===== src/inc/autoneg_regs_pkg.sv =====
/*
  Constants, field layouts and carrier types for the emulated PHY
  auto-negotiation register pair and its serial management slave.
  Assumes a single 250 MHz clock and an asynchronous active-low reset.
*/
package autoneg_regs_pkg;

    // ==========================================================
    // Register map
    localparam int MAP_ADDR_W = 9;
    localparam logic [8:0] OFS_ADVERT = 9'h1D0;
    localparam logic [8:0] OFS_PARTNER = 9'h1D4;
    localparam logic [4:0] IDX_ADVERT = 5'h04;
    localparam logic [4:0] IDX_PARTNER = 5'h05;

    // ==========================================================
    // Advertisement fields
    localparam int ADV_ASYM_BIT = 11;
    localparam int ADV_SYM_BIT = 10;
    localparam logic [15:0] ADV_WR_MASK = 16'h0DFF;
    localparam logic [15:0] ADV_RESET_BASE = 16'h01E1;

    // ==========================================================
    // Partner fields
    localparam logic [15:0] LP_FIXED = 16'h4001;
    localparam int LP_PAUSE_LSB = 10;
    localparam int LP_SPEED_LSB = 5;
    localparam logic [3:0] LP_10_FULL = 4'h2;
    localparam logic [3:0] LP_100_FULL = 4'h8;
    localparam logic [3:0] LP_10_HALF = 4'h1;
    localparam logic [3:0] LP_100_HALF = 4'h4;

    // ==========================================================
    // Timing counts
    localparam logic [1:0] STRAP_SETTLE = 2'h2;
    localparam int MDIO_PRE_LEN = 32;
    localparam int MDIO_HDR_BITS = 13;
    localparam int MDIO_DATA_BITS = 16;

    // ==========================================================
    // Carrier types
    typedef struct packed {
        logic flow_manual;
        logic pause_resolve;
        logic duplex_pol;
        logic speed_100;
        logic duplex_pin;
    } strap_t;

    typedef struct packed {
        logic wr;
        logic [4:0] idx;
        logic [15:0] wdata;
    } mgmt_req_t;

endpackage


===== src/hdl/emulated_phy_autoneg_regs.sv =====
/*
  Advertisement and emulated partner ability registers, reached over a
  32-bit register map port and over serial management (MDC/MDIO).
  Assumes the loader and negotiation logic share the clock; strap and
  duplex pins are asynchronous and are synchronised here.
*/
`timescale 1ns/1ns
module emulated_phy_autoneg_regs #(
    parameter logic [4:0] PHY_ADDR = 5'h00
) (
    input wire logic CLK_I,                                // 250 MHz clock
    input wire logic RST_B_I,                              // Async reset, low
    input wire logic [8:0] REG_ADDR_I,                     // Map byte address
    input wire logic REG_CS_I,                             // Map access strobe
    input wire logic REG_WE_I,                             // High for write
    input wire logic [31:0] REG_WDATA_I,                   // Map write data
    output logic [31:0] REG_RDATA_O,                       // Map read data
    output logic REG_RVALID_O,                             // Read data pulse
    input wire logic MDC_I,                                // Management clock
    input wire logic MDIO_I,                               // Management data in
    output logic MDIO_O,                                   // Management data out
    output logic MDIO_OE_O,                                // MDIO drive enable
    input wire logic LOAD_VALID_I,                         // Loader write pulse
    input wire logic [15:0] LOAD_DATA_I,                   // Loader image word
    input wire logic AN_DONE_I,                            // Negotiation done
    input wire autoneg_regs_pkg::strap_t STRAP_I,          // Strap and duplex pins
    output logic [15:0] ADVERT_O,                          // Advertisement value
    output logic [15:0] PARTNER_O,                         // Partner ability value
    output logic STRAPS_READY_O                            // Straps caught
);
    import autoneg_regs_pkg::*;

    typedef struct packed {
        strap_t s1;
        strap_t s2;
        logic [1:0] settle;
        logic ready;
        logic fresh;
        strap_t latched;
        logic [15:0] adv;
        logic [1:0] lp_pause;
        logic [3:0] lp_speed;
        logic [31:0] rdata;
        logic rvalid;
    } rst_t;

    rst_t r_ff, nxt_r;
    mgmt_req_t mreq;
    logic [15:0] mrdata;
    logic map_wr;
    logic [15:0] adv_rd;
    logic [15:0] lp_rd;

    // ==========================================================
    // Helpers

    // Partner {asym, sym} from local {asym, sym}
    function automatic logic [1:0] lp_pause_of(input logic [1:0] loc, input logic resolve);
        logic [1:0] res;
        res = 2'h0;
        case (loc)
            2'h0: res = 2'h0;
            2'h1: res = 2'h1;
            2'h2: res = 2'h3;
            2'h3: res = resolve ? 2'h3 : 2'h2;
            default: res = 2'h0;
        endcase
        return res;
    endfunction

    // Partner speed/duplex code for bits 8:5
    function automatic logic [3:0] lp_speed_of(input strap_t st);
        logic full;
        full = st.duplex_pin == st.duplex_pol;
        if (st.speed_100) begin
            return full ? LP_100_FULL : LP_100_HALF;
        end
        return full ? LP_10_FULL : LP_10_HALF;
    endfunction

    // Sixteen-bit view of a register by serial index
    function automatic logic [15:0] read16(input logic [4:0] idx, input logic [15:0] a,
                                           input logic [15:0] p);
        logic [15:0] v;
        v = 16'h0000;
        if (idx == IDX_ADVERT) v = a;
        if (idx == IDX_PARTNER) v = p;
        return v;
    endfunction

    // ==========================================================
    // Read views: fixed and reserved bits forced on every read
    assign adv_rd = r_ff.adv & ADV_WR_MASK;
    assign lp_rd = LP_FIXED
                   | {4'h0, r_ff.lp_pause[1], r_ff.lp_pause[0], 5'h00, 5'h00}
                   | {7'h00, r_ff.lp_speed, 5'h00};
    assign mrdata = read16(mreq.idx, adv_rd, lp_rd);

    assign map_wr = REG_CS_I & REG_WE_I & (REG_ADDR_I == OFS_ADVERT);

    // ==========================================================
    // Next-state logic
    always_comb begin
        nxt_r = r_ff;
        nxt_r.s1 = STRAP_I;
        nxt_r.s2 = r_ff.s1;
        nxt_r.fresh = 1'b0;
        nxt_r.rvalid = 1'b0;

        // Catch straps once the synchronisers hold post-reset levels
        if (!r_ff.ready) begin
            nxt_r.settle = r_ff.settle + 2'h1;
            if (r_ff.settle == STRAP_SETTLE) begin
                nxt_r.ready = 1'b1;
                nxt_r.fresh = 1'b1;
                nxt_r.latched = r_ff.s2;
                nxt_r.adv[ADV_ASYM_BIT] = ~r_ff.s2.flow_manual;
                nxt_r.adv[ADV_SYM_BIT] = ~r_ff.s2.flow_manual;
            end
        end

        // Write sources, lowest priority first; the map port wins
        if (LOAD_VALID_I) begin
            nxt_r.adv = LOAD_DATA_I & ADV_WR_MASK;
        end
        if (mreq.wr && mreq.idx == IDX_ADVERT) begin
            nxt_r.adv = mreq.wdata & ADV_WR_MASK;
        end
        if (map_wr) begin
            nxt_r.adv = REG_WDATA_I[15:0] & ADV_WR_MASK;
        end

        // Partner abilities frozen at each negotiation result
        if (AN_DONE_I || r_ff.fresh) begin
            nxt_r.lp_pause = lp_pause_of({adv_rd[ADV_ASYM_BIT], adv_rd[ADV_SYM_BIT]},
                                         r_ff.latched.pause_resolve);
            nxt_r.lp_speed = lp_speed_of('{flow_manual: r_ff.latched.flow_manual,
                                           pause_resolve: r_ff.latched.pause_resolve,
                                           duplex_pol: r_ff.latched.duplex_pol,
                                           speed_100: r_ff.latched.speed_100,
                                           duplex_pin: r_ff.s2.duplex_pin});
        end

        // Map read, answered one cycle later; upper half is padding
        if (REG_CS_I && !REG_WE_I) begin
            nxt_r.rvalid = 1'b1;
            nxt_r.rdata = 32'h0000_0000;
            if (REG_ADDR_I == OFS_ADVERT) nxt_r.rdata = {16'h0000, adv_rd};
            if (REG_ADDR_I == OFS_PARTNER) nxt_r.rdata = {16'h0000, lp_rd};
        end
    end

    // ==========================================================
    // State register; pause defaults replaced once straps are caught
    always_ff @(posedge CLK_I or negedge RST_B_I) begin
        if (!RST_B_I) begin
            r_ff <= '0;
            r_ff.adv <= ADV_RESET_BASE;
        end else begin
            r_ff <= nxt_r;
        end
    end

    // ==========================================================
    // Serial management path
    mgmt_serial_slave #(
        .PHY_ADDR(PHY_ADDR)
    ) u_serial (
        .clk_i(CLK_I),
        .rst_b_i(RST_B_I),
        .mdc_i(MDC_I),
        .mdio_i(MDIO_I),
        .mdio_o(MDIO_O),
        .mdio_oe_o(MDIO_OE_O),
        .req_o(mreq),
        .rdata_i(mrdata)
    );

    assign REG_RDATA_O = r_ff.rdata;
    assign REG_RVALID_O = r_ff.rvalid;
    assign ADVERT_O = r_ff.adv;
    assign PARTNER_O = lp_rd;
    assign STRAPS_READY_O = r_ff.ready;
endmodule


===== src/hdl/mgmt_serial_slave.sv =====
/*
  Serial management slave: frames on MDC/MDIO, gives a write request
  and a register index; returns read data from the caller's lookup.
  Assumes MDC is far slower than the clock; both pins are asynchronous.
*/
`timescale 1ns/1ns
module mgmt_serial_slave #(
    parameter logic [4:0] PHY_ADDR = 5'h00
) (
    input wire logic clk_i,                           // System clock
    input wire logic rst_b_i,                         // Async reset, low
    input wire logic mdc_i,                           // Management clock pin
    input wire logic mdio_i,                          // Management data in
    output logic mdio_o,                              // Management data out
    output logic mdio_oe_o,                           // High while driving
    output autoneg_regs_pkg::mgmt_req_t req_o,        // Write pulse, index
    input wire logic [15:0] rdata_i                   // Data for req_o.idx
);
    import autoneg_regs_pkg::*;

    typedef enum logic [3:0] {
        S_PRE = 4'b0001,
        S_HDR = 4'b0010,
        S_TA = 4'b0100,
        S_DAT = 4'b1000
    } mst_t;

    typedef struct packed {
        logic mdc_s1, mdc_s2, mdc_d;
        logic mdio_s1, mdio_s2;
        mst_t st;
        logic [5:0] cnt;
        logic [15:0] sh;
        logic is_rd, hit;
        logic out, oe;
        mgmt_req_t req;
    } sst_t;

    sst_t s_ff, nxt_s;
    logic rise;

    // ==========================================================
    // Frame engine, one step per MDC rising edge
    always_comb begin
        nxt_s = s_ff;
        nxt_s.mdc_s1 = mdc_i;
        nxt_s.mdc_s2 = s_ff.mdc_s1;
        nxt_s.mdc_d = s_ff.mdc_s2;
        nxt_s.mdio_s1 = mdio_i;
        nxt_s.mdio_s2 = s_ff.mdio_s1;
        nxt_s.req.wr = 1'b0;
        rise = s_ff.mdc_s2 & ~s_ff.mdc_d;
        if (rise) begin
            case (s_ff.st)
                S_PRE: begin
                    // Preamble suppression not accepted: full run of ones needed
                    if (s_ff.mdio_s2) begin
                        if (s_ff.cnt != 6'(MDIO_PRE_LEN)) nxt_s.cnt = s_ff.cnt + 6'h01;
                    end else begin
                        if (s_ff.cnt == 6'(MDIO_PRE_LEN)) begin
                            nxt_s.st = S_HDR;
                        end
                        nxt_s.cnt = 6'h00;
                    end
                end
                S_HDR: begin
                    nxt_s.sh = {s_ff.sh[14:0], s_ff.mdio_s2};
                    nxt_s.cnt = s_ff.cnt + 6'h01;
                    if (s_ff.cnt == 6'(MDIO_HDR_BITS - 1)) begin
                        nxt_s.cnt = 6'h00;
                        nxt_s.st = S_TA;
                        // Twelve bits held: start low bit at 11, opcode 10:9, address 8:4
                        nxt_s.req.idx = {s_ff.sh[3:0], s_ff.mdio_s2};
                        nxt_s.is_rd = s_ff.sh[10:9] == 2'h2;
                        nxt_s.hit = s_ff.sh[11] && s_ff.sh[8:4] == PHY_ADDR
                                    && s_ff.sh[10] != s_ff.sh[9];
                        if (!s_ff.sh[11]) nxt_s.st = S_PRE;
                    end
                end
                S_TA: begin
                    nxt_s.cnt = s_ff.cnt + 6'h01;
                    if (s_ff.cnt == 6'h00) begin
                        // Second turnaround bit is driven low on reads
                        nxt_s.oe = s_ff.is_rd & s_ff.hit;
                        nxt_s.out = 1'b0;
                        nxt_s.sh = rdata_i;
                    end else begin
                        nxt_s.cnt = 6'h00;
                        nxt_s.st = S_DAT;
                        nxt_s.out = s_ff.sh[15];
                        nxt_s.sh = {s_ff.sh[14:0], 1'b0};
                    end
                end
                S_DAT: begin
                    nxt_s.cnt = s_ff.cnt + 6'h01;
                    if (s_ff.is_rd) begin
                        nxt_s.out = s_ff.sh[15];
                        nxt_s.sh = {s_ff.sh[14:0], 1'b0};
                    end else begin
                        nxt_s.sh = {s_ff.sh[14:0], s_ff.mdio_s2};
                    end
                    if (s_ff.cnt == 6'(MDIO_DATA_BITS - 1)) begin
                        nxt_s.st = S_PRE;
                        nxt_s.cnt = 6'h00;
                        nxt_s.oe = 1'b0;
                        nxt_s.out = 1'b0;
                        nxt_s.req.wr = ~s_ff.is_rd & s_ff.hit;
                        nxt_s.req.wdata = {s_ff.sh[14:0], s_ff.mdio_s2};
                    end
                end
                default: begin
                    nxt_s.st = S_PRE;
                    nxt_s.cnt = 6'h00;
                    nxt_s.oe = 1'b0;
                end
            endcase
        end
    end

    // ==========================================================
    // State register
    always_ff @(posedge clk_i or negedge rst_b_i) begin
        if (!rst_b_i) begin
            s_ff <= '{st: S_PRE, default: '0};
        end else begin
            s_ff <= nxt_s;
        end
    end

    assign mdio_o = s_ff.out;
    assign mdio_oe_o = s_ff.oe;
    assign req_o = s_ff.req;
endmodule


===== config.mk =====
export PLATFORM = sky130hd
export DESIGN_NAME = emulated_phy_autoneg_regs
export DESIGN_NICKNAME = d
export VERILOG_FILES = /design/src/inc/autoneg_regs_pkg.sv /design/src/hdl/emulated_phy_autoneg_regs.sv /design/src/hdl/mgmt_serial_slave.sv
export SDC_FILE = /design/constraint.sdc
export NUM_CORES = 1
export LEC_CHECK = 0
export BUFFER_PORTS_ARGS = -buffer_cell sky130_fd_sc_hd__buf_2
export CORE_MARGIN = 8
export CORE_UTILIZATION = 40
export DETAILED_ROUTE_END_ITERATION = 8
export PLACE_DENSITY = 0.69
export SLEW_MARGIN = 20
export SYNTH_ARGS = -nofsm -noshare
export SYNTH_HDL_FRONTEND = slang
export SYNTH_SLANG_ARGS = --single-unit

===== constraint.sdc =====
create_clock -name CLK_I -period 3.15 [get_ports CLK_I]
set_input_delay 0.4725 -clock CLK_I [delete_from_list [all_inputs] [get_ports CLK_I]]
set_output_delay 0.4725 -clock CLK_I [all_outputs]
set_load 0.02 [all_outputs]

### Word level (Yosys, flattened, before mapping)

Index checks and enable logic that the tools add are counted.

| storage, ports and cells | value |
|---|---|
| output and inout bits | 68 |
| bits in writable memories | 0 |
| bits in registers | 131 |
| memory bits (read-only) | 0 |
| bits of input ports | 70 |
| memories kept | 0 |
| bits in latches | 0 |

| operators by class | value |
|---|---|
| magnitude comparators | 0 |
| equal/unequal tests | 28 |
| reductions and logical operators | 23 |
| add/sub/neg operators | 2 |
| shift operators | 0 |
| bitwise gates (word level) | 11 |
| div/mod/pow operators | 0 |
| $mul | 0 |
| mux-type cells | 44 |

Operator list:

| kind | count |
|---|---|
| 16-bit two-way mux | 7 |
| 16-bit one-hot mux with 3 select lines | 1 |
| 10-bit one-hot mux with 4 select lines | 1 |
| 10-bit two-way mux | 3 |
| 12-bit two-way mux | 2 |
| 22-bit two-way mux | 1 |
| 4-bit two-way mux | 5 |
| 9-bit == test, second input constant | 2 |
| 15-bit two-way mux | 1 |
| 15-bit by 9-bit OR with 15-bit output | 1 |
| 7-bit two-way mux | 2 |
| 6-bit by 4-bit == test with 1-bit output, second input constant | 2 |
| 6-bit two-way mux | 2 |
| 5-bit by 3-bit == test with 1-bit output, second input constant | 2 |
| 5-bit two-way mux | 2 |
| 1-bit two-way mux | 9 |
| 3-bit AND reduction | 3 |
| 2-bit == test, second input constant | 4 |
| 2-bit by 1-bit inequality test with 1-bit output, second input constant | 4 |
| 2-bit one-hot mux with 4 select lines | 1 |
| 2-bit AND reduction | 4 |
| 6-bit by 1-bit adder with 6-bit output, second input constant | 1 |
| 6-bit == test, second input constant | 1 |
| 6-bit logical NOT | 1 |
| 30 further kinds | 46 |

### Logic depth before layout (Yosys ltp)

Gate-level depths: netlist of run 1.

| depth | value |
|---|---|
| depth in word-level cells | 6 |
| depth in mapped cells | 8 |

### Hierarchy

From an unflattened synthesis of run 1, not the netlist that was laid out.

| second synthesis, totals | value |
|---|---|
| cells, all modules | 524 |
| area total of the unflattened synthesis | 5,502.8 um^2 |

Modules (own cells, without submodules):

| module | cells an instance | times used | area an instance (um^2) |
|---|---|---|---|
| mgmt_serial_slave | 270 | 1 | 2,884.0 |
| emulated_phy_autoneg_regs | 254 | 1 | 2,618.8 |

### Worst setup path after synthesis of run 1

No wires, ideal clock.

| path | value |
|---|---|
| kind | register to register |
| start point | reg u_serial.s_ff[48] in the netlist's numbering |
| end point | reg u_serial.s_ff[49] in the netlist's numbering |
| arrival time | 1.769 ns |
| required time | 3.025 ns |
| slack | 1.257 ns |
| library setup time | 0.125 ns |
| period minus slack after synthesis | 1.893 ns |
| cell stages (with the launch flop) | 6 |
| cells stage by stage | dfstp_2 nor4b_2 and2_2 nor2_1 nand3_2 mux2_2 |

| between the ends | value |
|---|---|
| word-level cells in the longest chain between the ends | 3 |

RTL lines:

| what | RTL line | source |
|---|---|---|
| start, declared | mgmt_serial_slave.sv:39 | `sst_t s_ff, nxt_s;` |
| start signal, assigned | mgmt_serial_slave.sv:126 | `s_ff <= nxt_s;` |
| 4-bit by 3-bit == test with 1-bit output, or another cell as far along | mgmt_serial_slave.sv:54 | `case (s_ff.st)` |
| 2-bit inequality test (no line) / 2-bit by 1-bit inequality test with 1-bit output (equally long branches) | -- |  |
| 6-bit AND reduction (no line) | -- |  |

Several ways; a longest one is shown, not always the timed one.
A chain may end at the register's enable or synchronous reset.

### Worst setup path in the final report of run 1

| path | value |
|---|---|
| start point | reg u_serial.s_ff[42] in the netlist's numbering |
| end point | reg u_serial.s_ff[36] in the netlist's numbering |

| between the ends | value |
|---|---|
| word-level cells in the longest chain between the ends | 3 |

RTL lines:

| what | RTL line | source |
|---|---|---|
| 6-bit logical NOT | mgmt_serial_slave.sv:82 | `if (s_ff.cnt == 6'h00) begin` |
| 16-bit two-way mux | mgmt_serial_slave.sv:82 |  |
| 16-bit one-hot mux with 3 select lines | mgmt_serial_slave.sv:54 |  |

No other way between the ends.

==> run_summary.xml, run 1 <==
<?xml version="1.0" encoding="UTF-8"?>
<metrics>
  <group name="floorplan">
    <metric name="core_area" unit="um2">12600</metric>
    <metric name="io_pins" unit="">138</metric>
    <metric name="floorplan.die.height" unit="um">130</metric>
    <metric name="die_w" unit="um">130</metric>
    <metric name="fp.dieArea" unit="um2">16800</metric>
    <metric name="initial_utilization" unit="%">40.9</metric>
    <metric name="placementRows" unit="">41</metric>
  </group>
  <group name="setup_path">
    <metric name="cp_data_required_time" unit="ns">3.40</metric>
    <metric name="reg2reg_from" unit="">u_serial.s_ff[42]</metric>
    <metric name="worstSetupPathType" unit="">register to register</metric>
    <metric name="critPathLaunchType" unit="">register</metric>
    <metric name="cp_data_arrival_time" unit="ns">2.57</metric>
    <metric name="crit_fanout" unit="">13</metric>
    <metric name="crit_start" unit="">u_serial.s_ff[42]</metric>
    <metric name="r2r.worst_path.cells" unit="">8</metric>
    <metric name="worst_setup_path_end_kind" unit="">register</metric>
  </group>
  <group name="detailed_routing">
    <metric name="avgViaCountPerCell" unit="">5.01</metric>
    <metric name="dr_total_vias" unit="">3556</metric>
    <metric name="dr_iter_0_viols" unit="">189</metric>
    <metric name="drt_pre_antenna_iters" unit="">5</metric>
    <metric name="route.detailed.drc" unit="">0</metric>
    <metric name="antenna_left" unit="">0</metric>
    <metric name="routed_wire_length_per_instance" unit="um">15.4</metric>
    <metric name="wirelength" unit="um">10900</metric>
  </group>
  <group name="cells_and_area">
    <metric name="multi_input_comb_area" unit="um2">2100</metric>
    <metric name="area.sequential" unit="um2">2480</metric>
    <metric name="areaGrowthSynthToFinish" unit="%">8.60</metric>
    <metric name="proportion_of_layout_cells_with_a_drive_suffix_above_1" unit="%">27.1</metric>
    <metric name="nNetsFinal" unit="">607</metric>
    <metric name="final_core_utilization" unit="%">44.4</metric>
    <metric name="fill_cells" unit="">1242</metric>
    <metric name="antenna_cells_inserted" unit="">0</metric>
    <metric name="finish.instance_area" unit="um2">5610</metric>
  </group>
  <group name="sta">
    <metric name="relSlewSlack" unit="%">38.0</metric>
    <metric name="finalSetupViolations" unit="">0</metric>
    <metric name="fin_crit" unit="ns">2.32</metric>
    <metric name="finalSetupTns" unit="ns">0</metric>
    <metric name="maxClockFrequency" unit="GHz">0.431</metric>
    <metric name="max_slew_violation_total_from_the_final_report" unit="">0</metric>
    <metric name="final_min_period_over_clock_period" unit="%">73.7</metric>
    <metric name="layout_setup_ws" unit="ns">0.828</metric>
    <metric name="rsz0062_at_grt" unit="">no</metric>
    <metric name="finalHoldViolCount" unit="">0</metric>
    <metric name="fin_worst_skew" unit="ns">0.00709</metric>
    <metric name="holdWs" unit="ns">0.130</metric>
    <metric name="worstMarginPinSlew" unit="ns">0.930</metric>
  </group>
  <group name="synthesis">
    <metric name="netlist.top_cell.by_area" unit="">sky130_fd_sc_hd__dfrtp_1</metric>
    <metric name="dominantRegCellSynth" unit="">sky130_fd_sc_hd__dfrtp_1</metric>
    <metric name="synth_enable_flop_cells" unit="">0</metric>
    <metric name="yosys_register_bits" unit="">99</metric>
    <metric name="yosysSeqAreaShare" unit="%">48.1</metric>
    <metric name="post_synth.cell_area_avg" unit="um2">10.3</metric>
    <metric name="synth_largest_type_area_fraction" unit="%">45.1</metric>
    <metric name="yosysMostFrequentCell" unit="">sky130_fd_sc_hd__dfrtp_1</metric>
    <metric name="yosys_warnings" unit="">0</metric>
    <metric name="ys_types" unit="">63</metric>
    <metric name="post_synth_main_area_contributors" unit="">sky130_fd_sc_hd__dfrtp_1 (45%), sky130_fd_sc_hd__buf_4 (9.4%), sky130_fd_sc_hd__nand2_1 (4.4%)</metric>
    <metric name="synth_top_cells_by_count" unit="">sky130_fd_sc_hd__dfrtp_1 (93), sky130_fd_sc_hd__buf_4 (65), sky130_fd_sc_hd__nand2_1 (60)</metric>
    <metric name="synthCells" unit="">500</metric>
    <metric name="fraction_of_synthesis_flops_using_an_asynchronous_set_or_reset_pin" unit="%">100</metric>
    <metric name="syn-cell-area" unit="um2">5160</metric>
  </group>
  <group name="cts">
    <metric name="cts.hold.buffers_added" unit="">0</metric>
    <metric name="cts_buf_count" unit="">9</metric>
    <metric name="ctsHtreeMaxLevel" unit="">3</metric>
    <metric name="cts.clk_slew.worst_paths" unit="ns">0.07</metric>
    <metric name="clk_path_buf_depth" unit="">2</metric>
    <metric name="postCtsSetupRepairBufs" unit="">0</metric>
    <metric name="count_of_cells_resized_by_post_cts_repair" unit="">0</metric>
    <metric name="insertion_delay" unit="ns">0.34</metric>
    <metric name="tritoncts" unit="">built</metric>
    <metric name="cts-root-buf" unit="">sky130_fd_sc_hd__clkbuf_16</metric>
    <metric name="cts_num_sinks" unit="">99</metric>
  </group>
  <group name="grt">
    <metric name="gr-usage-all-layers" unit="%">13.4</metric>
    <metric name="maximum_number_of_pins_on_one_net_before_global_route_repair" unit="">55</metric>
    <metric name="grt_antenna_before_repair" unit="">0</metric>
    <metric name="gr-total-overflow" unit="">0</metric>
    <metric name="wire_length_of_the_first_global_routing_pass" unit="um">18100</metric>
    <metric name="first_global_vias" unit="">3660</metric>
  </group>
  <group name="power">
    <metric name="power.clock.fraction" unit="%">38.3</metric>
    <metric name="static-leakage-power" unit="nW">2.65</metric>
    <metric name="pwr-share-comb" unit="%">14.2</metric>
    <metric name="netSwitchingPower" unit="uW">824</metric>
    <metric name="switching_share" unit="%">27.3</metric>
    <metric name="share_seq_of_total_power" unit="%">47.5</metric>
    <metric name="vdd_drop_max" unit="mV">0.326</metric>
    <metric name="power.density_cell_area" unit="nW/um2">539</metric>
    <metric name="internal-power" unit="mW">2.20</metric>
  </group>
  <group name="run_status">
    <metric name="result_of_the_run" unit="">finished, final reports clean</metric>
  </group>
  <group name="min_path">
    <metric name="hp-class" unit="">input port to asynchronous set/reset pin</metric>
  </group>
  <group name="placement">
    <metric name="place_worst_setup_slack" unit="ns">0.647</metric>
    <metric name="last_weighted_congestion_value_of_the_routability_driven_placer" unit="">0.861</metric>
    <metric name="hpwlAfterDp" unit="um">8170</metric>
    <metric name="io_buffers" unit="">76</metric>
    <metric name="placement.cell_area" unit="um2">5290</metric>
  </group>
  <group name="flow_run">
    <metric name="cap_viol_max_count" unit="">0</metric>
  </group>
</metrics>
-- kinds of logic after synthesis --
| group | synth area share, % |
|---|---|
| flops | 48.1 |
| buf+inv | 13.5 |
| other cells | 0.145 |
| simple gates | 16.3 |
| xor+xnor | 0.679 |
| mux | 8.00 |
| fa+ha+maj | 0.969 |
| compound gates | 12.3 |
-- critical path: stages, from the launching register on --
cell and delay [ns]:
sky130_fd_sc_hd__dfrtp_1 0.43, sky130_fd_sc_hd__inv_1 0.08, sky130_fd_sc_hd__ha_1 0.19, sky130_fd_sc_hd__nor4b_2 0.44, sky130_fd_sc_hd__nand3_2 0.35, sky130_fd_sc_hd__buf_4 0.30
sky130_fd_sc_hd__nor3_1 0.21, sky130_fd_sc_hd__a211oi_1 0.07, sky130_fd_sc_hd__a21oi_1 0.16
-- cell type report --
cell class / count / area share, %
sequential: 99 / 44.3
multi-input combinational: 328 / 37.5
timing repair buffer: 80 / 7.59
clock buffer: 12 / 4.75
tap: 172 / 3.84
inverter: 15 / 1.00
clock inverter: 4 / 0.982
-- layer usage --
| metal | vias up | global-route usage (%) | share of wire (%) |
|---|---|---|---|
| li1 | 1706 | - | - |
| met1 | 1742 | 16.7 | 44 |
| met2 | 97 | 22.2 | 49 |
| met3 | 11 | 3.33 | 6.3 |
| met4 | 0 | 4.17 | 1.3 |
| met5 | - | 0 | 0 |
-- state kept, by name (all words and copies together) (netlist names) --
signal	flops
u_serial.s_ff	30
r_ff	17
u_serial.req_o	17
REG_RDATA_O	12
ADVERT_O	11
nxt_r	5
u_serial.nxt_s	3
REG_RVALID_O	1
STRAPS_READY_O	1
u_serial.mdio_o	1
u_serial.mdio_oe_o	1
-- power by group through the flow --
stage                     sequential, mW  combinational, mW  clock (mW)
after detailed placement            1.46              0.430           0
after CTS                           1.44              0.432        1.19
after floorplan                     1.43              0.375           0
final                               1.44              0.430        1.16
after global routing                1.45              0.473        1.23
after global placement              1.46              0.415           0
-- cell usage in the layout (no fill, tap or decap), types with 5 or more instances in the layout --
cell type	n
sky130_fd_sc_hd__a211oi_1	6
sky130_fd_sc_hd__a21oi_1	26
sky130_fd_sc_hd__a32oi_1	7
sky130_fd_sc_hd__buf_2	75
sky130_fd_sc_hd__clkbuf_16	9
sky130_fd_sc_hd__conb_1	35
sky130_fd_sc_hd__dfrtp_1	93
sky130_fd_sc_hd__dfstp_2	6
sky130_fd_sc_hd__inv_1	15
sky130_fd_sc_hd__mux2_2	14
sky130_fd_sc_hd__mux2_4	7
sky130_fd_sc_hd__mux2i_1	15
sky130_fd_sc_hd__nand2_1	60
sky130_fd_sc_hd__nand2b_1	5
sky130_fd_sc_hd__nand3_1	9
sky130_fd_sc_hd__nor2_1	18
sky130_fd_sc_hd__nor3_1	12
sky130_fd_sc_hd__o21ai_0	37
-- stage by stage --
stage / instances / power, mW
after floorplan: 533 / 1.80
after global placement: 694 / 1.87
after detailed placement: 694 / 1.89
after CTS: 710 / 3.06
after global routing: 710 / 3.15
final: 710 / 3.02
-- final timing paths --
path / endpoint / slack, ns
setup / recovery: u_serial.s_ff[36] / 0.83
hold / removal: r_ff[64] / 0.13
max in group asynchronous: u_serial.s_ff[48] / 2.26
min in group CLK_I: nxt_r[66] / 0.24
setup reg to reg: u_serial.s_ff[36] / 0.83
hold reg to reg: r_ff[65] / 0.35
No activity file was read; power rests on OpenSTA's default activity.
==> run 2, diff against run 1 <==
--- a/config.mk
+++ b/config.mk
@@ -5,11 +5,12 @@
 export SDC_FILE = /design/constraint.sdc
 export NUM_CORES = 1
 export LEC_CHECK = 0
+export ABC_AREA = 1
 export BUFFER_PORTS_ARGS = -buffer_cell sky130_fd_sc_hd__buf_2
 export CORE_MARGIN = 8
 export CORE_UTILIZATION = 40
 export DETAILED_ROUTE_END_ITERATION = 8
-export PLACE_DENSITY = 0.69
+export PLACE_DENSITY = 0.71
 export SLEW_MARGIN = 20
 export SYNTH_ARGS = -nofsm -noshare
 export SYNTH_HDL_FRONTEND = slang
==> constraint.sdc (replaced) <==
create_clock -name CLK_I -period 2 [get_ports CLK_I]
set_input_delay 0.3 -clock CLK_I [delete_from_list [all_inputs] [get_ports CLK_I]]
set_output_delay 0.3 -clock CLK_I [all_outputs]
set_load 0.02 [all_outputs]
==> run 2 against run 1 <==
- clock skew is 0.0064 ns higher
- fmax is 37% higher
- final cell count is 28% higher
- sequential power is 64% higher
- die area is 5.3% higher
- critical endpoint is now u_serial.s_ff[49]
- synthesized cell count is 34% higher
- global-route usage is 1.1 points higher
- clock power is 61% higher
- combinational power grew to 2.5 times the previous value
==> run_summary.xml, run 2 <==
<?xml version="1.0" encoding="UTF-8"?>
<metrics>
  <group name="run_status">
    <metric name="result_of_the_run" unit="">finished, final reports clean</metric>
  </group>
  <group name="cts">
    <metric name="cts.hold.buffers_added" unit="">1</metric>
    <metric name="cts_buf_count" unit="">9</metric>
    <metric name="postCtsSetupRepairBufs" unit="">0</metric>
    <metric name="cts-root-buf" unit="">sky130_fd_sc_hd__clkbuf_16</metric>
    <metric name="insertion_delay" unit="ns">0.35</metric>
    <metric name="clk_path_buf_depth" unit="">2</metric>
    <metric name="cts.clk_slew.worst_paths" unit="ns">0.08</metric>
    <metric name="ctsHtreeMaxLevel" unit="">3</metric>
    <metric name="tritoncts" unit="">built</metric>
    <metric name="cts_num_sinks" unit="">99</metric>
    <metric name="count_of_cells_resized_by_post_cts_repair" unit="">0</metric>
  </group>
  <group name="detailed_routing">
    <metric name="wirelength" unit="um">12600</metric>
    <metric name="avgViaCountPerCell" unit="">4.85</metric>
    <metric name="routed_wire_length_per_instance" unit="um">13.9</metric>
    <metric name="route.detailed.drc" unit="">0</metric>
    <metric name="drt_pre_antenna_iters" unit="">5</metric>
    <metric name="dr_iter_0_viols" unit="">294</metric>
    <metric name="antenna_left" unit="">0</metric>
    <metric name="dr_total_vias" unit="">4396</metric>
  </group>
  <group name="sta">
    <metric name="max_slew_violation_total_from_the_final_report" unit="">0</metric>
    <metric name="layout_setup_ws" unit="ns">0.303</metric>
    <metric name="final_min_period_over_clock_period" unit="%">84.8</metric>
    <metric name="rsz0062_at_grt" unit="">no</metric>
    <metric name="fin_crit" unit="ns">1.70</metric>
    <metric name="holdWs" unit="ns">0.0462</metric>
    <metric name="fin_worst_skew" unit="ns">0.0135</metric>
    <metric name="maxClockFrequency" unit="GHz">0.589</metric>
    <metric name="finalSetupViolations" unit="">0</metric>
    <metric name="finalHoldViolCount" unit="">0</metric>
    <metric name="finalSetupTns" unit="ns">0</metric>
  </group>
  <group name="placement">
    <metric name="dp_cells" unit="">890</metric>
    <metric name="io_buffers" unit="">76</metric>
    <metric name="hpwlAfterDp" unit="um">9600</metric>
    <metric name="placement.cell_area" unit="um2">5740</metric>
    <metric name="place_worst_setup_slack" unit="ns">0.293</metric>
    <metric name="last_weighted_congestion_value_of_the_routability_driven_placer" unit="">0.852</metric>
  </group>
  <group name="setup_path">
    <metric name="worst_setup_path_end_kind" unit="">register</metric>
    <metric name="cp_data_arrival_time" unit="ns">1.93</metric>
    <metric name="worstSetupPathType" unit="">register to register</metric>
    <metric name="crit_fanout" unit="">7</metric>
    <metric name="critPathLaunchType" unit="">register</metric>
    <metric name="cp_data_required_time" unit="ns">2.23</metric>
  </group>
  <group name="synthesis">
    <metric name="synthCells" unit="">672</metric>
    <metric name="post_synth_main_area_contributors" unit="">sky130_fd_sc_hd__dfrtp_1 (42%), sky130_fd_sc_hd__nand2_1 (13%), sky130_fd_sc_hd__buf_4 (8.8%)</metric>
    <metric name="synth_enable_flop_cells" unit="">0</metric>
    <metric name="yosysSeqAreaShare" unit="%">45.4</metric>
    <metric name="yosys_register_bits" unit="">99</metric>
    <metric name="post_synth.cell_area_avg" unit="um2">8.15</metric>
    <metric name="ys_types" unit="">35</metric>
    <metric name="synth_largest_type_area_fraction" unit="%">42.5</metric>
    <metric name="synth_top_cells_by_count" unit="">sky130_fd_sc_hd__nand2_1 (184), sky130_fd_sc_hd__dfrtp_1 (93), sky130_fd_sc_hd__nand3_1 (78)</metric>
    <metric name="dominantRegCellSynth" unit="">sky130_fd_sc_hd__dfrtp_1</metric>
    <metric name="syn-cell-area" unit="um2">5480</metric>
    <metric name="netlist.top_cell.by_area" unit="">sky130_fd_sc_hd__dfrtp_1</metric>
    <metric name="yosys_warnings" unit="">0</metric>
    <metric name="yosysMostFrequentCell" unit="">sky130_fd_sc_hd__nand2_1</metric>
    <metric name="fraction_of_synthesis_flops_using_an_asynchronous_set_or_reset_pin" unit="%">100</metric>
  </group>
  <group name="grt">
    <metric name="wire_length_of_the_first_global_routing_pass" unit="um">21200</metric>
    <metric name="maximum_number_of_pins_on_one_net_before_global_route_repair" unit="">43</metric>
    <metric name="gr-usage-all-layers" unit="%">14.4</metric>
    <metric name="grt_antenna_before_repair" unit="">0</metric>
    <metric name="first_global_vias" unit="">4260</metric>
    <metric name="gr-total-overflow" unit="">0</metric>
  </group>
  <group name="flow_run">
    <metric name="cap_viol_max_count" unit="">0</metric>
  </group>
  <group name="cells_and_area">
    <metric name="instances_no_fill" unit="">907</metric>
    <metric name="layout.cells.most_common" unit="">sky130_fd_sc_hd__nand2_1</metric>
    <metric name="nNetsFinal" unit="">800</metric>
    <metric name="areaGrowthSynthToFinish" unit="%">10.8</metric>
    <metric name="largest_register_ff_count" unit="">30</metric>
    <metric name="largest-register" unit="">u_serial.s_ff</metric>
    <metric name="finish.instance_area" unit="um2">6070</metric>
    <metric name="mostFrequentLayoutCells" unit="">sky130_fd_sc_hd__nand2_1 (184), sky130_fd_sc_hd__dfrtp_1 (93), sky130_fd_sc_hd__nand3_1 (78)</metric>
    <metric name="fill_cells" unit="">1303</metric>
    <metric name="proportion_of_layout_cells_with_a_drive_suffix_above_1" unit="%">20.9</metric>
    <metric name="final_core_utilization" unit="%">45.7</metric>
    <metric name="antenna_cells_inserted" unit="">0</metric>
  </group>
  <group name="power">
    <metric name="power.density_cell_area" unit="nW/um2">878</metric>
    <metric name="static-leakage-power" unit="nW">3.10</metric>
    <metric name="post-layout-total-power" unit="mW">5.33</metric>
    <metric name="vdd_drop_max" unit="mV">0.433</metric>
  </group>
  <group name="floorplan">
    <metric name="io_pins" unit="">138</metric>
    <metric name="initial_utilization" unit="%">41.2</metric>
    <metric name="die_w" unit="um">133</metric>
    <metric name="core_area" unit="um2">13300</metric>
    <metric name="placementRows" unit="">42</metric>
    <metric name="fp.dieArea" unit="um2">17700</metric>
    <metric name="floorplan.die.height" unit="um">133</metric>
  </group>
  <group name="min_path">
    <metric name="hp-class" unit="">input port to register</metric>
  </group>
</metrics>
run 2: layout make-up:
| type | count | area [um2] | area share [%] |
|---|---|---|---|
| clock buffer | 9 | 225 | 3.71 |
| sequential | 99 | 2480 | 40.9 |
| multi-input combinational | 464 | 2300 | 37.8 |
| inverter | 63 | 236 | 3.90 |
| clock inverter | 7 | 97.6 | 1.61 |
| timing repair buffer | 89 | 508 | 8.37 |
| tap | 176 | 220 | 3.63 |
run 2: logic make-up after synthesis:
| group | synth area share [%] |
|---|---|
| AND/OR/NAND/NOR | 31.9 |
| buffers and inverters | 15.0 |
| flip-flops | 45.4 |
| AO/OA/AOI/OAI | 6.26 |
| adder cells (fa/ha/maj) | 0.914 |
| XOR/XNOR | 0.480 |
| other | 0.137 |
run 2: final timing paths:
kind | startpoint | endpoint | slack [ns] | cells after the start
min in group asynchronous | RST_B_I | u_serial.nxt_s[55] | 0.43 | 2
setup / recovery | u_serial.s_ff[42] | u_serial.s_ff[49] | 0.30 | 11
setup reg to reg | u_serial.s_ff[42] | u_serial.s_ff[49] | 0.30 | 11
hold reg to reg | nxt_r[66] | r_ff[66] | 0.35 | 0
max in group asynchronous | RST_B_I | ADVERT_O[8] | 0.99 | 3
hold / removal | STRAP_I[3] | nxt_r[67] | 0.05 | 1
run 2: critical path, cell delays in order (launching register included):
cell                      delay (ns)
sky130_fd_sc_hd__dfrtp_1        0.42
sky130_fd_sc_hd__inv_1          0.09
sky130_fd_sc_hd__ha_1           0.24
sky130_fd_sc_hd__inv_1          0.07
sky130_fd_sc_hd__nor2_2         0.11
sky130_fd_sc_hd__nand2_2        0.14
sky130_fd_sc_hd__nand2_4        0.12
sky130_fd_sc_hd__nand2_1        0.07
sky130_fd_sc_hd__nor2_2         0.09
sky130_fd_sc_hd__nand3_2        0.11
sky130_fd_sc_hd__nand2_1        0.08
sky130_fd_sc_hd__nand2_1        0.05
run 2: layer usage:
layer | routed length [um] | part of all wire, % | track usage (%)
met2 | 5780 | 46 | 23.3
met1 | 5670 | 45 | 18.1
met4 | 117 | 0.93 | 4.29
met3 | 1010 | 8.0 | 4.43
met5 | 0 | 0 | 0
run 2: report_power, final:
part / internal (mW) / total, mW / leakage (nW) / switching, mW
logic: 0.362 / 1.09 / 1.67 / 0.731
registers: 2.19 / 2.36 / 1.27 / 0.175
clock network: 1.02 / 1.87 / 0.159 / 0.857
==> run 3, diff against run 2 <==
--- a/config.mk
+++ b/config.mk
@@ -10,7 +10,7 @@
 export CORE_MARGIN = 8
 export CORE_UTILIZATION = 40
 export DETAILED_ROUTE_END_ITERATION = 8
-export PLACE_DENSITY = 0.71
+export PLACE_DENSITY = 0.69
 export SLEW_MARGIN = 20
 export SYNTH_ARGS = -nofsm -noshare
 export SYNTH_HDL_FRONTEND = slang
==> constraint.sdc (replaced) <==
create_clock -name CLK_I -period 1.8 [get_ports CLK_I]
set_input_delay 0.27 -clock CLK_I [delete_from_list [all_inputs] [get_ports CLK_I]]
set_output_delay 0.27 -clock CLK_I [all_outputs]
set_load 0.02 [all_outputs]
==> run 3 against run 2 <==
- sequential power is 11% higher
- first-iteration DRC count is 17% lower
- clock-buffer cell count is 1 higher
- via count is 0.55% lower
- sequential cell count stayed put
- combinational power is 14% higher
- critical path type unchanged
- clock skew is 0.0017 ns lower
- largest cell class unchanged
- final cell count is 1.1% higher
- highest routed layer unchanged
- largest power group unchanged
==> run_summary.xml, run 3 (synthesis gave the netlist of run 2 again) <==
<?xml version="1.0" encoding="UTF-8"?>
<metrics>
  <group name="cells_and_area">
    <metric name="largest_register_ff_count" unit="">30</metric>
    <metric name="fill_cells" unit="">1321</metric>
    <metric name="mostFrequentLayoutCells" unit="">sky130_fd_sc_hd__nand2_1 (184), sky130_fd_sc_hd__dfrtp_1 (93), sky130_fd_sc_hd__nand3_1 (78)</metric>
    <metric name="areaGrowthSynthToFinish" unit="%">11.9</metric>
    <metric name="antenna_cells_inserted" unit="">0</metric>
    <metric name="layout.cells.most_common" unit="">sky130_fd_sc_hd__nand2_1</metric>
    <metric name="nNetsFinal" unit="">810</metric>
    <metric name="largest-register" unit="">u_serial.s_ff</metric>
    <metric name="proportion_of_layout_cells_with_a_drive_suffix_above_1" unit="%">22.0</metric>
  </group>
  <group name="placement">
    <metric name="io_buffers" unit="">76</metric>
    <metric name="hpwlAfterDp" unit="um">9670</metric>
    <metric name="place_worst_setup_slack" unit="ns">0.137</metric>
    <metric name="last_weighted_congestion_value_of_the_routability_driven_placer" unit="">0.899</metric>
  </group>
  <group name="detailed_routing">
    <metric name="dr_total_vias" unit="">4372</metric>
    <metric name="avgViaCountPerCell" unit="">4.77</metric>
    <metric name="wirelength" unit="um">12500</metric>
    <metric name="routed_wire_length_per_instance" unit="um">13.7</metric>
    <metric name="dr_iter_0_viols" unit="">245</metric>
    <metric name="antenna_left" unit="">0</metric>
    <metric name="route.detailed.drc" unit="">0</metric>
    <metric name="drt_pre_antenna_iters" unit="">4</metric>
  </group>
  <group name="sta">
    <metric name="finalSetupTns" unit="ns">0</metric>
    <metric name="rsz0062_at_grt" unit="">no</metric>
    <metric name="fin_worst_skew" unit="ns">0.0118</metric>
    <metric name="layout_setup_ws" unit="ns">0.158</metric>
    <metric name="maxClockFrequency" unit="GHz">0.609</metric>
    <metric name="max_slew_violation_total_from_the_final_report" unit="">0</metric>
    <metric name="finalHoldViolCount" unit="">0</metric>
    <metric name="final_min_period_over_clock_period" unit="%">91.2</metric>
    <metric name="fin_crit" unit="ns">1.64</metric>
    <metric name="finalSetupViolations" unit="">0</metric>
  </group>
  <group name="power">
    <metric name="vdd_drop_max" unit="mV">0.499</metric>
    <metric name="post-layout-total-power" unit="mW">5.85</metric>
    <metric name="static-leakage-power" unit="nW">3.13</metric>
    <metric name="power.density_cell_area" unit="nW/um2">954</metric>
  </group>
  <group name="floorplan">
    <metric name="core_area" unit="um2">13300</metric>
    <metric name="floorplan.die.height" unit="um">133</metric>
    <metric name="die_w" unit="um">133</metric>
    <metric name="fp.dieArea" unit="um2">17700</metric>
    <metric name="io_pins" unit="">138</metric>
    <metric name="placementRows" unit="">42</metric>
    <metric name="initial_utilization" unit="%">41.2</metric>
  </group>
  <group name="setup_path">
    <metric name="crit_path_max_incr_delay" unit="ns">0.42</metric>
    <metric name="crit_fanout" unit="">13</metric>
    <metric name="cp_data_arrival_time" unit="ns">1.88</metric>
    <metric name="worstSetupPathType" unit="">register to register</metric>
    <metric name="slowest_stage" unit="">sky130_fd_sc_hd__dfrtp_1</metric>
    <metric name="worst_setup_path_end_kind" unit="">register</metric>
    <metric name="critical_path.most_common_cell" unit="">sky130_fd_sc_hd__nand2_1</metric>
    <metric name="cp_data_required_time" unit="ns">2.04</metric>
    <metric name="worstPathBufferInverterCount" unit="">2</metric>
    <metric name="worstPathCellList" unit="">inv_1 -&gt; ha_2 -&gt; nand3_4 -&gt; nor2_8 -&gt; inv_2 -&gt; nand2_1 -&gt; nor2_4 -&gt; nand2_1 -&gt; nand2_1</metric>
    <metric name="critPathLaunchType" unit="">register</metric>
    <metric name="critical_path.top_delay_family" unit="">simple AND/OR/NAND/NOR gates</metric>
  </group>
  <group name="run_status">
    <metric name="result_of_the_run" unit="">finished, final reports clean</metric>
  </group>
  <group name="grt">
    <metric name="grt_antenna_before_repair" unit="">0</metric>
    <metric name="gr-total-overflow" unit="">0</metric>
    <metric name="first_global_vias" unit="">4159</metric>
    <metric name="wire_length_of_the_first_global_routing_pass" unit="um">20900</metric>
    <metric name="maximum_number_of_pins_on_one_net_before_global_route_repair" unit="">42</metric>
    <metric name="gr-usage-all-layers" unit="%">14.5</metric>
  </group>
  <group name="flow_run">
    <metric name="cap_viol_max_count" unit="">0</metric>
  </group>
  <group name="cts">
    <metric name="cts.clk_slew.worst_paths" unit="ns">0.07</metric>
    <metric name="ctsHtreeMaxLevel" unit="">3</metric>
    <metric name="cts_buf_count" unit="">9</metric>
    <metric name="cts-root-buf" unit="">sky130_fd_sc_hd__clkbuf_16</metric>
    <metric name="insertion_delay" unit="ns">0.36</metric>
    <metric name="cts_num_sinks" unit="">99</metric>
    <metric name="clk_path_buf_depth" unit="">2</metric>
    <metric name="tritoncts" unit="">built</metric>
    <metric name="postCtsSetupRepairBufs" unit="">0</metric>
  </group>
  <group name="min_path">
    <metric name="hp-class" unit="">input port to register</metric>
  </group>
</metrics>
[run 3: worst register-to-register path: stages, from the launching register on]
cell and delay, ns:
sky130_fd_sc_hd__dfrtp_1 0.42, sky130_fd_sc_hd__inv_1 0.10, sky130_fd_sc_hd__ha_2 0.22, sky130_fd_sc_hd__nand3_4 0.14, sky130_fd_sc_hd__nor2_8 0.21, sky130_fd_sc_hd__inv_2 0.17
sky130_fd_sc_hd__nand2_1 0.15, sky130_fd_sc_hd__nor2_4 0.05, sky130_fd_sc_hd__nand2_1 0.05, sky130_fd_sc_hd__nand2_1 0.05
[run 3: routing by layer]
layer | track usage, % | share of wire [%] | up-vias
met5 | 0 | 0 | -
met4 | 4.61 | 0.98 | 0
met3 | 4.66 | 7.2 | 12
met2 | 23.0 | 47 | 131
met1 | 18.2 | 45 | 2005
li1 | - | - | 2224
[run 3: worst paths after layout]
path,start,endpoint,slack [ns],depth (start not counted)
max,u_serial.s_ff[42],u_serial.s_ff[50],0.16,9
min,STRAP_I[0],nxt_r[64],0.02,1
max reg2reg,u_serial.s_ff[42],u_serial.s_ff[50],0.16,9
min reg2reg,nxt_r[68],r_ff[68],0.34,0
max in group asynchronous,RST_B_I,ADVERT_O[0],0.88,3
min in group asynchronous,RST_B_I,u_serial.mdio_o,0.31,2
[run 3: per-stage QoR]
stage	hold WS (ns)	std cells	instance area (um2)	util (%)
detailed placement	0.141	900	5810	43.7
finish	0.0227	917	6130	46.1
global placement	0.141	900	5810	43.7
CTS	0.0109	917	6120	46.0
floorplan	-0.0256	705	5600	-
global route	0.00741	917	6130	46.1
[run 3: final cells by class]
| cell class | count | area, um2 | area share (%) |
|---|---|---|---|
| Clock inverter | 6 | 71.3 | 1.16 |
| Inverter | 63 | 236 | 3.86 |
| Clock buffer | 10 | 229 | 3.74 |
| Multi-Input combinational cell | 464 | 2300 | 37.6 |
| Sequential cell | 99 | 2480 | 40.5 |
| Timing Repair Buffer | 99 | 583 | 9.51 |
| Tap cell | 176 | 220 | 3.59 |
[run 3: report_power, final]
group	switching, mW	internal [mW]	leakage, nW
registers	0.196	2.43	1.27
logic	0.825	0.416	1.72
clock network	0.886	1.10	0.145
total	1.91	3.94	3.13
[run 3: what timing repair did]
action / 4_1_cts / 5_1_grt
endpoints found under the hold margin: 10 / 0
hold buffers: 1 / 0
endpoints found under the setup margin: 0 / 3
gates resized for setup: 0 / 2
